## config.mk

```make
export PLATFORM = sky130hd
export DESIGN_NAME = lte_top
export DESIGN_NICKNAME = d
export VERILOG_FILES = /design/src/lte_pkg.sv /design/src/lte_top.sv /design/src/lte_output_effect.sv
export SDC_FILE = /design/constraint.sdc
export NUM_CORES = 2
export LEC_CHECK = 0
export BUFFER_PORTS_ARGS = -buffer_cell sky130_fd_sc_hd__buf_2
export CORE_MARGIN = 2
export CORE_UTILIZATION = 45
export DETAILED_ROUTE_END_ITERATION = 8
export GPL_ROUTABILITY_DRIVEN = 0
export HOLD_SLACK_MARGIN = 0.05
export SYNTH_ARGS = -nofsm -noshare
export SYNTH_HDL_FRONTEND = slang
export SYNTH_SLANG_ARGS = --single-unit
export TNS_END_PERCENT = 10
```

## constraint.sdc

```tcl
create_clock -name clk_sys -period 83.8 [get_ports clk_sys]
set_input_delay 20.95 -clock clk_sys [delete_from_list [all_inputs] [get_ports clk_sys]]
set_output_delay 20.95 -clock clk_sys [all_outputs]
set_load 0.01 [all_outputs]
```

## src/lte_pkg.sv

```systemverilog
// constants for the touch effect timing block: register map, field layout, decode tables
// assumes a single 100 MHz system clock and byte-wide register access
package lte_pkg;
	// register offsets
	localparam logic [7:0] LTE_OFS_PERIOD1  = 8'h02;
	localparam logic [7:0] LTE_OFS_PERIOD2  = 8'h03;
	localparam logic [7:0] LTE_OFS_PERIOD3  = 8'h04;
	localparam logic [7:0] LTE_OFS_PERIOD4  = 8'h05;
	localparam logic [7:0] LTE_OFS_GRP0_CFG = 8'h06;
	localparam logic [7:0] LTE_OFS_GRP1_CFG = 8'h08;
	localparam logic [7:0] LTE_OFS_GRP2_CFG = 8'h0a;
	localparam logic [7:0] LTE_OFS_GRP3_CFG = 8'h0c;
	localparam logic [7:0] LTE_RST_REG      = 8'h00;

	// config field positions
	localparam int LTE_RU_HI   = 7;
	localparam int LTE_RU_LO   = 6;
	localparam int LTE_PK_HI   = 5;
	localparam int LTE_PK_LO   = 3;
	localparam int LTE_REP_HI  = 2;
	localparam int LTE_REP_LO  = 0;

	// timing
	localparam int LTE_CLK_MHZ   = 100;
	localparam int LTE_UNIT_MS   = 20;
	localparam int LTE_UNIT_CYC  = LTE_UNIT_MS * 1000 * LTE_CLK_MHZ;
	localparam int LTE_PWM_STEPS = 100;
	localparam int LTE_PWM_DIV   = 10;
	localparam int LTE_NUM_OUT   = 10;
	localparam int LTE_NUM_GRP   = 4;

	localparam logic [6:0] LTE_FULL_PCT = 7'h64;
	localparam logic [6:0] LTE_PWM_LAST = 7'h63;

	// peak brightness decode, percent
	localparam logic [6:0] LTE_PEAK_PCT [0:7] = '{7'h64, 7'h5a, 7'h50, 7'h41,
		7'h32, 7'h28, 7'h14, 7'h00};
	// repeat count decode
	localparam logic [4:0] LTE_REPEATS [0:7] = '{5'h00, 5'h01, 5'h02, 5'h04,
		5'h06, 5'h0a, 5'h0f, 5'h14};

	typedef enum logic [2:0] {
		LTE_ST_IDLE  = 3'b001,
		LTE_ST_TOUCH = 3'b010,
		LTE_ST_RAMP  = 3'b100
	} lte_state_t;
endpackage

```

## src/lte_top.sv

```systemverilog
// touch effect timing block: effect period and group config registers, ten dimmed outputs
// assumes byte register accesses already decoded from the serial config port,
// button states from sensing logic on clk_sys, and an enable bit from global led control
`timescale 1ns/1ps
`default_nettype none
module lte_top #(
	parameter int UNIT_CYC = lte_pkg::LTE_UNIT_CYC
) (
	// clock and reset
	input  wire logic                         clk_sys,
	input  wire logic                         rst_n,
	// register access
	input  wire logic                         reg_wr_en,
	input  wire logic [7:0]                   reg_addr,
	input  wire logic [7:0]                   reg_wdata,
	output logic      [7:0]                   reg_rdata,
	// effect control
	input  wire logic                         touch_effect_en,
	input  wire logic [lte_pkg::LTE_NUM_OUT-1:0] button_touched,
	// led pins, active low
	output logic      [lte_pkg::LTE_NUM_OUT-1:0] general_output_n
);
	import lte_pkg::*;

	logic [7:0]  effect_period_n_ff [0:3];
	logic [7:0]  group_cfg_ff [0:LTE_NUM_GRP-1];
	logic [31:0] unit_div_ff;
	logic        unit_tick;
	logic [3:0]  pwm_div_ff;
	logic [6:0]  pwm_step_ff;
	logic [LTE_NUM_OUT-1:0] led_on;
	logic [LTE_NUM_OUT-1:0] general_output_n_ff;
	logic [7:0]  grp_period [0:LTE_NUM_GRP-1];

	// output to group map: 0 | 1-3 | 4-6 | 7-9
	function automatic int grp_of(input int idx);
		return (idx + 2) / 3;
	endfunction

	always_ff @(posedge clk_sys) begin
		if (!rst_n) begin
			for (int i = 0; i < 4; i++) begin
				effect_period_n_ff[i] <= LTE_RST_REG;
			end
		end else if (reg_wr_en) begin
			unique case (reg_addr)
				LTE_OFS_PERIOD1: effect_period_n_ff[0] <= reg_wdata;
				LTE_OFS_PERIOD2: effect_period_n_ff[1] <= reg_wdata;
				LTE_OFS_PERIOD3: effect_period_n_ff[2] <= reg_wdata;
				LTE_OFS_PERIOD4: effect_period_n_ff[3] <= reg_wdata;
				default: ;
			endcase
		end
	end

	always_ff @(posedge clk_sys) begin
		if (!rst_n) begin
			for (int g = 0; g < LTE_NUM_GRP; g++) begin
				group_cfg_ff[g] <= LTE_RST_REG;
			end
		end else if (reg_wr_en) begin
			unique case (reg_addr)
				LTE_OFS_GRP0_CFG: group_cfg_ff[0] <= reg_wdata;
				LTE_OFS_GRP1_CFG: group_cfg_ff[1] <= reg_wdata;
				LTE_OFS_GRP2_CFG: group_cfg_ff[2] <= reg_wdata;
				LTE_OFS_GRP3_CFG: group_cfg_ff[3] <= reg_wdata;
				default: ;
			endcase
		end
	end

	// unmapped offsets, including the second config bytes, read zero
	always_comb begin
		unique case (reg_addr)
			LTE_OFS_PERIOD1:  reg_rdata = effect_period_n_ff[0];
			LTE_OFS_PERIOD2:  reg_rdata = effect_period_n_ff[1];
			LTE_OFS_PERIOD3:  reg_rdata = effect_period_n_ff[2];
			LTE_OFS_PERIOD4:  reg_rdata = effect_period_n_ff[3];
			LTE_OFS_GRP0_CFG: reg_rdata = group_cfg_ff[0];
			LTE_OFS_GRP1_CFG: reg_rdata = group_cfg_ff[1];
			LTE_OFS_GRP2_CFG: reg_rdata = group_cfg_ff[2];
			LTE_OFS_GRP3_CFG: reg_rdata = group_cfg_ff[3];
			default:          reg_rdata = 8'h00;
		endcase
	end

	// 20 ms time base shared by all outputs
	always_ff @(posedge clk_sys) begin
		if (!rst_n || unit_div_ff >= 32'(UNIT_CYC - 1)) begin
			unit_div_ff <= 32'h0;
		end else begin
			unit_div_ff <= unit_div_ff + 32'h1;
		end
	end
	assign unit_tick = rst_n && (unit_div_ff >= 32'(UNIT_CYC - 1));

	// pwm sweep: 100 steps, one every LTE_PWM_DIV clocks (100 kHz frame,
	// fast enough to avoid visible flicker, slow enough for led rise times)
	always_ff @(posedge clk_sys) begin
		if (!rst_n) begin
			pwm_div_ff  <= 4'h0;
			pwm_step_ff <= 7'h00;
		end else if (pwm_div_ff == 4'(LTE_PWM_DIV - 1)) begin
			pwm_div_ff  <= 4'h0;
			pwm_step_ff <= (pwm_step_ff == LTE_PWM_LAST) ? 7'h00 : pwm_step_ff + 7'h01;
		end else begin
			pwm_div_ff <= pwm_div_ff + 4'h1;
		end
	end

	genvar gi;
	generate
		for (gi = 0; gi < LTE_NUM_GRP; gi++) begin : g_grp
			assign grp_period[gi] =
				effect_period_n_ff[group_cfg_ff[gi][LTE_RU_HI:LTE_RU_LO]];
		end
		for (gi = 0; gi < LTE_NUM_OUT; gi++) begin : g_out
			lte_output_effect u_effect (
				.clk_sys    (clk_sys),
				.rst_n      (rst_n),
				.unit_tick  (unit_tick),
				.pwm_step   (pwm_step_ff),
				.touched    (button_touched[gi]),
				.effect_en  (touch_effect_en),
				.group_cfg  (group_cfg_ff[grp_of(gi)]),
				.ramp_units (grp_period[grp_of(gi)]),
				.led_on     (led_on[gi])
			);
		end
	endgenerate

	always_ff @(posedge clk_sys) begin
		if (!rst_n) begin
			general_output_n_ff <= '1;
		end else begin
			general_output_n_ff <= ~led_on;
		end
	end
	assign general_output_n = general_output_n_ff;
endmodule
`default_nettype wire

```

## src/lte_output_effect.sv

```systemverilog
// one output's effect engine: touch level, release ramp scenario and pwm compare
// assumes unit_tick every 20 ms and pwm_step sweeping 0..99 on the same clock
`timescale 1ns/1ps
`default_nettype none
module lte_output_effect (
	// clock and reset
	input  wire logic       clk_sys,
	input  wire logic       rst_n,
	// timing
	input  wire logic       unit_tick,
	input  wire logic [6:0] pwm_step,
	// control
	input  wire logic       touched,
	input  wire logic       effect_en,
	input  wire logic [7:0] group_cfg,
	input  wire logic [7:0] ramp_units,
	// result
	output logic            led_on
);
	import lte_pkg::*;

	lte_state_t  state_ff;
	logic [7:0]  unit_cnt_ff;
	logic [4:0]  rep_cnt_ff;
	logic [6:0]  level_ff;
	logic        led_on_ff;
	logic [6:0]  peak;
	logic [4:0]  repeats;
	logic [14:0] ramp_prod;
	logic [6:0]  ramp_level;

	assign peak    = LTE_PEAK_PCT[group_cfg[LTE_PK_HI:LTE_PK_LO]];
	assign repeats = LTE_REPEATS[group_cfg[LTE_REP_HI:LTE_REP_LO]];
	// widen both factors first so the product cannot wrap at 8 bits
	assign ramp_prod = {8'h00, peak} * {7'h00, unit_cnt_ff};
	// linear ramp, zero length jumps straight to peak
	assign ramp_level = (ramp_units == 8'h00) ? peak :
		7'(ramp_prod / {7'h00, ramp_units});

	always_ff @(posedge clk_sys) begin
		if (!rst_n) begin
			state_ff    <= LTE_ST_IDLE;
			unit_cnt_ff <= 8'h00;
			rep_cnt_ff  <= 5'h00;
		end else begin
			unique case (state_ff)
				LTE_ST_IDLE: begin
					if (touched) begin
						state_ff <= LTE_ST_TOUCH;
					end
				end
				LTE_ST_TOUCH: begin
					unit_cnt_ff <= 8'h00;
					rep_cnt_ff  <= 5'h00;
					// disabled config means no scenario at all
					if (!touched) begin
						state_ff <= (effect_en && repeats != 5'h00) ?
							LTE_ST_RAMP : LTE_ST_IDLE;
					end
				end
				LTE_ST_RAMP: begin
					if (touched) begin
						state_ff <= LTE_ST_TOUCH;
					end else if (!effect_en) begin
						state_ff <= LTE_ST_IDLE;
					end else if (unit_cnt_ff >= ramp_units) begin
						unit_cnt_ff <= 8'h00;
						rep_cnt_ff  <= rep_cnt_ff + 5'h01;
						if (rep_cnt_ff + 5'h01 >= repeats) begin
							state_ff <= LTE_ST_IDLE;
						end
					end else if (unit_tick) begin
						unit_cnt_ff <= unit_cnt_ff + 8'h01;
					end
				end
				default: begin
					state_ff <= LTE_ST_IDLE;
				end
			endcase
		end
	end

	always_ff @(posedge clk_sys) begin
		if (!rst_n) begin
			level_ff <= 7'h00;
		end else if (state_ff == LTE_ST_TOUCH) begin
			level_ff <= effect_en ? peak : LTE_FULL_PCT;
		end else if (state_ff == LTE_ST_RAMP) begin
			level_ff <= ramp_level;
		end else begin
			level_ff <= 7'h00;
		end
	end

	// fixed-rate pwm: on while level exceeds the sweep position
	always_ff @(posedge clk_sys) begin
		if (!rst_n) begin
			led_on_ff <= 1'b0;
		end else begin
			led_on_ff <= (level_ff > pwm_step);
		end
	end
	assign led_on = led_on_ff;
endmodule
`default_nettype wire

```

* After elaboration in Yosys (flattened, before gate mapping)
Memories as Yosys holds them, arrays and structs flattened. Index checks and enable logic that the tools add are counted.
Operators by class: equal/unequal tests 120, divide/modulo/power cells 10, muxes and demuxes 257, multipliers 10, order comparisons 39, bitwise gates (word level) 18, reductions and logical operators 56, add/sub/neg operators 23
Operators with widths (number):
- two-way mux 8 bit | 48
- two-way mux 7 bit | 43
- two-way mux 3 bit | 64
- two-way mux 5 bit | 38
- case mux 8 bit (2 select lines) | 10
- divider 15 x 8 -> 15 bit | 10
- multiplier 7 x 8 -> 15 bit | 10
- AND reduction 4 bit | 30
- case mux 5 bit (2 select lines) | 10
- case mux 3 bit (3 select lines) | 10
- adder 8 x 1 -> 8 bit (second input constant) | 10
- >= comparator 8 bit | 10
- inequality test 2 bit (second input constant) | 40
- inequality test 4 x 3 -> 1 bit (second input constant) | 20
- > comparator 7 bit | 10
- case mux 8 bit (8 select lines) | 1
- adder 5 x 1 -> 5 bit (second input constant) | 10
- >= comparator 5 bit | 10
- two-way mux 1 bit | 33
- adder 32 x 1 -> 32 bit (second input constant) | 1
- >= comparator 32 x 21 -> 1 bit (second input constant) | 1
- >= comparator 4 bit (second input constant) | 8
- zero test 8 bit | 4
- inverter 3 -> 4 bit | 8
- other kinds (22) | 94
Word-level totals: memories kept 10, bits in read-only memories 384, bits in registers 293, word-level logic and storage cells 597, output and inout port bits 18, RAM bits 64
Memory list:
- (name not given) | depth 8, width 7, rd ports 1, clocked after Yosys merged registers in 0, write ports 0, RTL line lte_output_effect.sv:32 | assign peak = LTE_PEAK_PCT[group_cfg[LTE_PK_HI:LTE_PK_LO]];
- (name not given) | depth 8, width 7, rd ports 1, clocked after Yosys merged registers in 0, write ports 0, RTL line lte_output_effect.sv:32
- (name not given) | depth 8, width 7, rd ports 1, clocked after Yosys merged registers in 0, write ports 0, RTL line lte_output_effect.sv:32
- (name not given) | depth 8, width 7, rd ports 1, clocked after Yosys merged registers in 0, write ports 0, RTL line lte_output_effect.sv:32
- (name not given) | depth 8, width 5, rd ports 1, clocked after Yosys merged registers in 0, write ports 0, RTL line lte_output_effect.sv:33 | assign repeats = LTE_REPEATS[group_cfg[LTE_REP_HI:LTE_REP_LO]];
- (name not given) | depth 8, width 5, rd ports 1, clocked after Yosys merged registers in 0, write ports 0, RTL line lte_output_effect.sv:33
- +4 memories

* Logic depth before layout (Yosys ltp)
depth in word-level cells 10, depth in mapped cells 182, mapped depth without buffers 168

* By module
Synthesis repeated with hierarchy kept, for this count alone.
Unflattened totals: cell total of the unflattened synthesis 11819, area total of the unflattened synthesis 92548.8 µm²
By module, submodules not included:
- lte_output_effect at g_out[0].u_effect ... | area an instance 8503.2 µm², cells each 1104, times used 4
- lte_output_effect at g_out[5].u_effect ... | area an instance 8805.9 µm², cells each 1153, times used 3
- lte_output_effect at g_out[9].u_effect | area an instance 8941.1 µm², cells each 1172, times used 1
- lte_output_effect at g_out[6].u_effect | area an instance 8709.6 µm², cells each 1139, times used 1
- lte_output_effect at g_out[4].u_effect | area an instance 8649.5 µm², cells each 1153, times used 1
- lte_top | area an instance 5818.1 µm², cells each 480, times used 1

* Least setup slack after synthesis
No wires, ideal clock.
path kind input port to output port, from input reg_addr[5], to output reg_rdata[0], path buffers 0, required time 62.850 ns, slack 40.086 ns, cell stages on the path 5, data arrival time 22.764 ns, path through or4_1 -> or3b_1 -> nor3_1 -> a22oi_1 -> nand3_1
On the way: cells in the longest elaborated chain, start to end 2, elaborated cells on any way between the ends 9, classes of those cells 8 x eq/ne; 1 x mux
Ends and longest elaborated chain:
- from (decl) | RTL line lte_top.sv:14 | input wire logic [7:0] reg_addr,
- equality test 8 x 4 -> 1 bit, or another cell as far along | RTL line lte_top.sv:74 | unique case (reg_addr)
- case mux 8 bit (8 select lines) * | RTL line lte_top.sv:74
- to (decl) | RTL line lte_top.sv:16 | output logic [7:0] reg_rdata,
Every way passes the cells marked *; elsewhere a longest branch is shown, timed or not.

* Worst setup path after layout
from input reg_addr[5], to output reg_rdata[7]
Same word-level chain as after synthesis.

==> metrics.md <==
| Metric | Value |
|---|---|
| Status | `finished, final reports clean` |
| Final WL | `257000 um` |
| Worst-Skew Late Latency | `600 ps` |
| H-tree level count | `2` |
| Clk sinks | `357` |
| DP Cell Count | `13700` |
| Layout cells sized above 1 | `6.34%` |
| Worst path max stage delay | `840 ps` |
| Setup violators final | `0` |
| Worst path cell trace | `buf_2 > or4_1 > or3b_1 > nor3_1 > a22oi_1 > nand3_1 > buf_2` |
| Buffers & Inverters on Critical Path | `2` |
| Mux contribution to synthesized area | `5.11%` |
| CTS-repair resized insts | `0` |
| Die height | `444 um` |
| Max Cap Violations | `0` |
| Area Overhead vs Synth | `5.33%` |
| Fin util | `47.7%` |
| Core Area | `192000 um^2` |
| Number of nets in the final layout | `13100` |
| Number of synthesized flops with an enable pin | `64` |
| TritonCTS buffer count | `41` |
| Setup bufs post-CTS | `0` |
| Vias in the first global route | `79400` |
| Hold Crit Class | `reg2reg` |
| Xor/xnor share of the synthesized area | `4.87%` |
| Sequential area share after synthesis | `8.95%` |
| Hold Path Depth | `1` |
| Crit start category | `input pin` |
| Final TNS setup | `0 ps` |
| Die area | `197000 um^2` |
| First-pass GRT wire length | `416000 um` |
| GRT Overall Usage | `25.2%` |
| Mapped Area | `87000 um^2` |
| Main synth FF type | `dfxtp_1` |
| Vias per cell | `6.04` |
| Fmax | `22.3 MHz` |
| Residual DRC count | `0` |
| Initial antenna violation count | `23` |
| Most numerous cell in the Yosys netlist | `ha_1` |
| Post-detail-place hpwl | `203000 um` |
| Final cycle utilization of the critical path | `53.6%` |
| Worst hold slack | `362 ps` |
| Io pins | `48` |
| Min cycle time layout | `44880 ps` |
| Final Non-Filler Cells | `13800` |
| Skew final | `22.4 ps` |
| Reg2reg path depth | `156` |
| CTS Hold Bufs | `0` |
| Max-slew violation count | `0` |
| Post-synth top cells | `ha_1 (1530), nor2_1 (1067), nand2_1 (842)` |
| Initial Utilization | `45.2%` |
| Die X-Extent | `444 um` |
| Num rows | `161` |
| Number of synthesized register bits | `357` |
| Final hold violations | `0` |
| Synth area leader | `ha_1` |
| Req. time, crit path | `62850 ps` |
| Critical Path Stages | `7` |
| Share of the synthesized area in the top cell type | `22.0%` |
| Syn_area_per_cell | `7.72 um^2` |
| CTS tree | `built` |
| DRT antenna net count | `0` |
| First-pass iteration count of the detailed router | `6` |
| Worst path slowest cell | `nor3_1` |
| Via Count | `83300` |
| Drt wl/cell | `18.6 um` |
| Worst-Margin Slew | `1270 ps` |
| Longest Clk Path Bufs | `3` |
| Async set-reset flop share out of synthesis | `0%` |
| Max_slew headroom | `14.6%` |
| Synth Area in Compound Gates | `24.0%` |
| Largest net degree at the start of global routing | `54` |
| CTS root buf | `clkbuf_16` |
| Post-Synth Simple-Gate Area | `24.7%` |
| Largest family of logic cells by synthesized area | `adder cells` |
| Post-Synth Adder-Cell Area | `28.7%` |
| Top cell by count, worst path | `buf_2` |
| CP Capture Type | `output pin` |
| Crit path max-delay family | `simple AND/OR/NAND/NOR gates` |
| Iteration-0 DRC Markers | `5434` |
| Synth area leaders | `ha_1 (22%), dfxtp_1 (6.7%), fa_1 (6.7%)` |
| Fillcell total | `18800` |
| RSZ-0062 raised after global routing | `false` |
| Remaining Overflow, GRT | `0` |
| Crit Path Class | `in2out` |
| Worst EP arrival | `23930 ps` |
| Synth Warn # | `0` |
| Post-Syn Instances | `11300` |
| Worst-path maximum fanout | `10` |
| CTS clk-pin slew, worst paths | `60 ps` |
| Synth unique cells | `116` |
| I/O Buffers | `47` |
-- registers in the layout, summed over array words and instances, names as in the netlist --
name                        cells
g_out.u_effect.rep_cnt_ff      50
pwm_div_ff                      4
effect_period_n_ff             32
unit_div_ff                    32
group_cfg_ff                   32
g_out.u_effect.level_ff        70
g_out.u_effect.led_on          10
general_output_n               10
g_out.u_effect.state_ff        30
pwm_step_ff                     7
g_out.u_effect.unit_cnt_ff     80
-- cell families after synthesis --
| family | count (synthesis) |
|---|---|
| AND/OR/NAND/NOR | 4273 |
| AO/OA/AOI/OAI | 3118 |
| adder cells (fa/ha/maj) | 1824 |
| buffers and inverters | 847 |
| XOR/XNOR | 484 |
| multiplexers | 373 |
| flip-flops | 357 |
| other | 1 |
-- stage by stage --
| step | worst slack, ps | area (um^2) |
|---|---|---|
| floorplan | 40090 | 87100 |
| CTS | 39030 | 91600 |
| detailed placement | 39030 | 90300 |
| global placement | 39060 | 90300 |
| global route | 38880 | 91700 |
| finish | 38920 | 91700 |
-- per-layer routing --
layer,GRT usage (%),vias to the layer above,wire (um)
met2,42.7,1822,118000
met4,7.35,0,8090
met1,33.9,39800,119000
met5,0,-,0
li1,-,41300,-
met3,2.32,358,11700
-- path summary, 6_finish.rpt --
check	start	slack [ps]	to
worst max-delay path	reg_addr[5]	38920	reg_rdata[7]
worst min-delay path	g_out[8].u_effect.led_on	360	general_output_n[8]
worst max register to register	group_cfg_ff[1][4]	45020	g_out[3].u_effect.level_ff[0]
worst min register to register	g_out[8].u_effect.led_on	360	general_output_n[8]
-- layout by cell type, fill, tap and decap left out, types with 123 or more instances in the layout --
| cell | instances |
|---|---|
| a21o_1 | 241 |
| a21oi_1 | 699 |
| and2_1 | 348 |
| dfxtp_1 | 293 |
| fa_1 | 290 |
| ha_1 | 1530 |
| inv_1 | 533 |
| mux2_2 | 239 |
| nand2_1 | 842 |
| nand2b_1 | 250 |
| nand3_1 | 221 |
| nand4_1 | 123 |
| nor2_1 | 1066 |
| nor2b_1 | 363 |
| nor3_1 | 551 |
| o21a_1 | 524 |
| o21ai_0 | 583 |
| o31ai_1 | 174 |
| xnor2_1 | 289 |
| xor2_1 | 195 |
-- cell type report --
cell class	instances	area (um^2)	area share (%)
clock inverters	22	270	0.295
diodes	16	40.0	0.0437
clock buffers	53	1120	1.22
repair buffers	160	1090	1.18
well taps	2526	3160	3.45
multi-input cells	10100	76100	83.0
flip-flops and latches	357	7790	8.49
inverters	559	2100	2.29
Power is not shown: default switching activity piles up to over one toggle a cycle in this logic, so the estimate is an artifact.
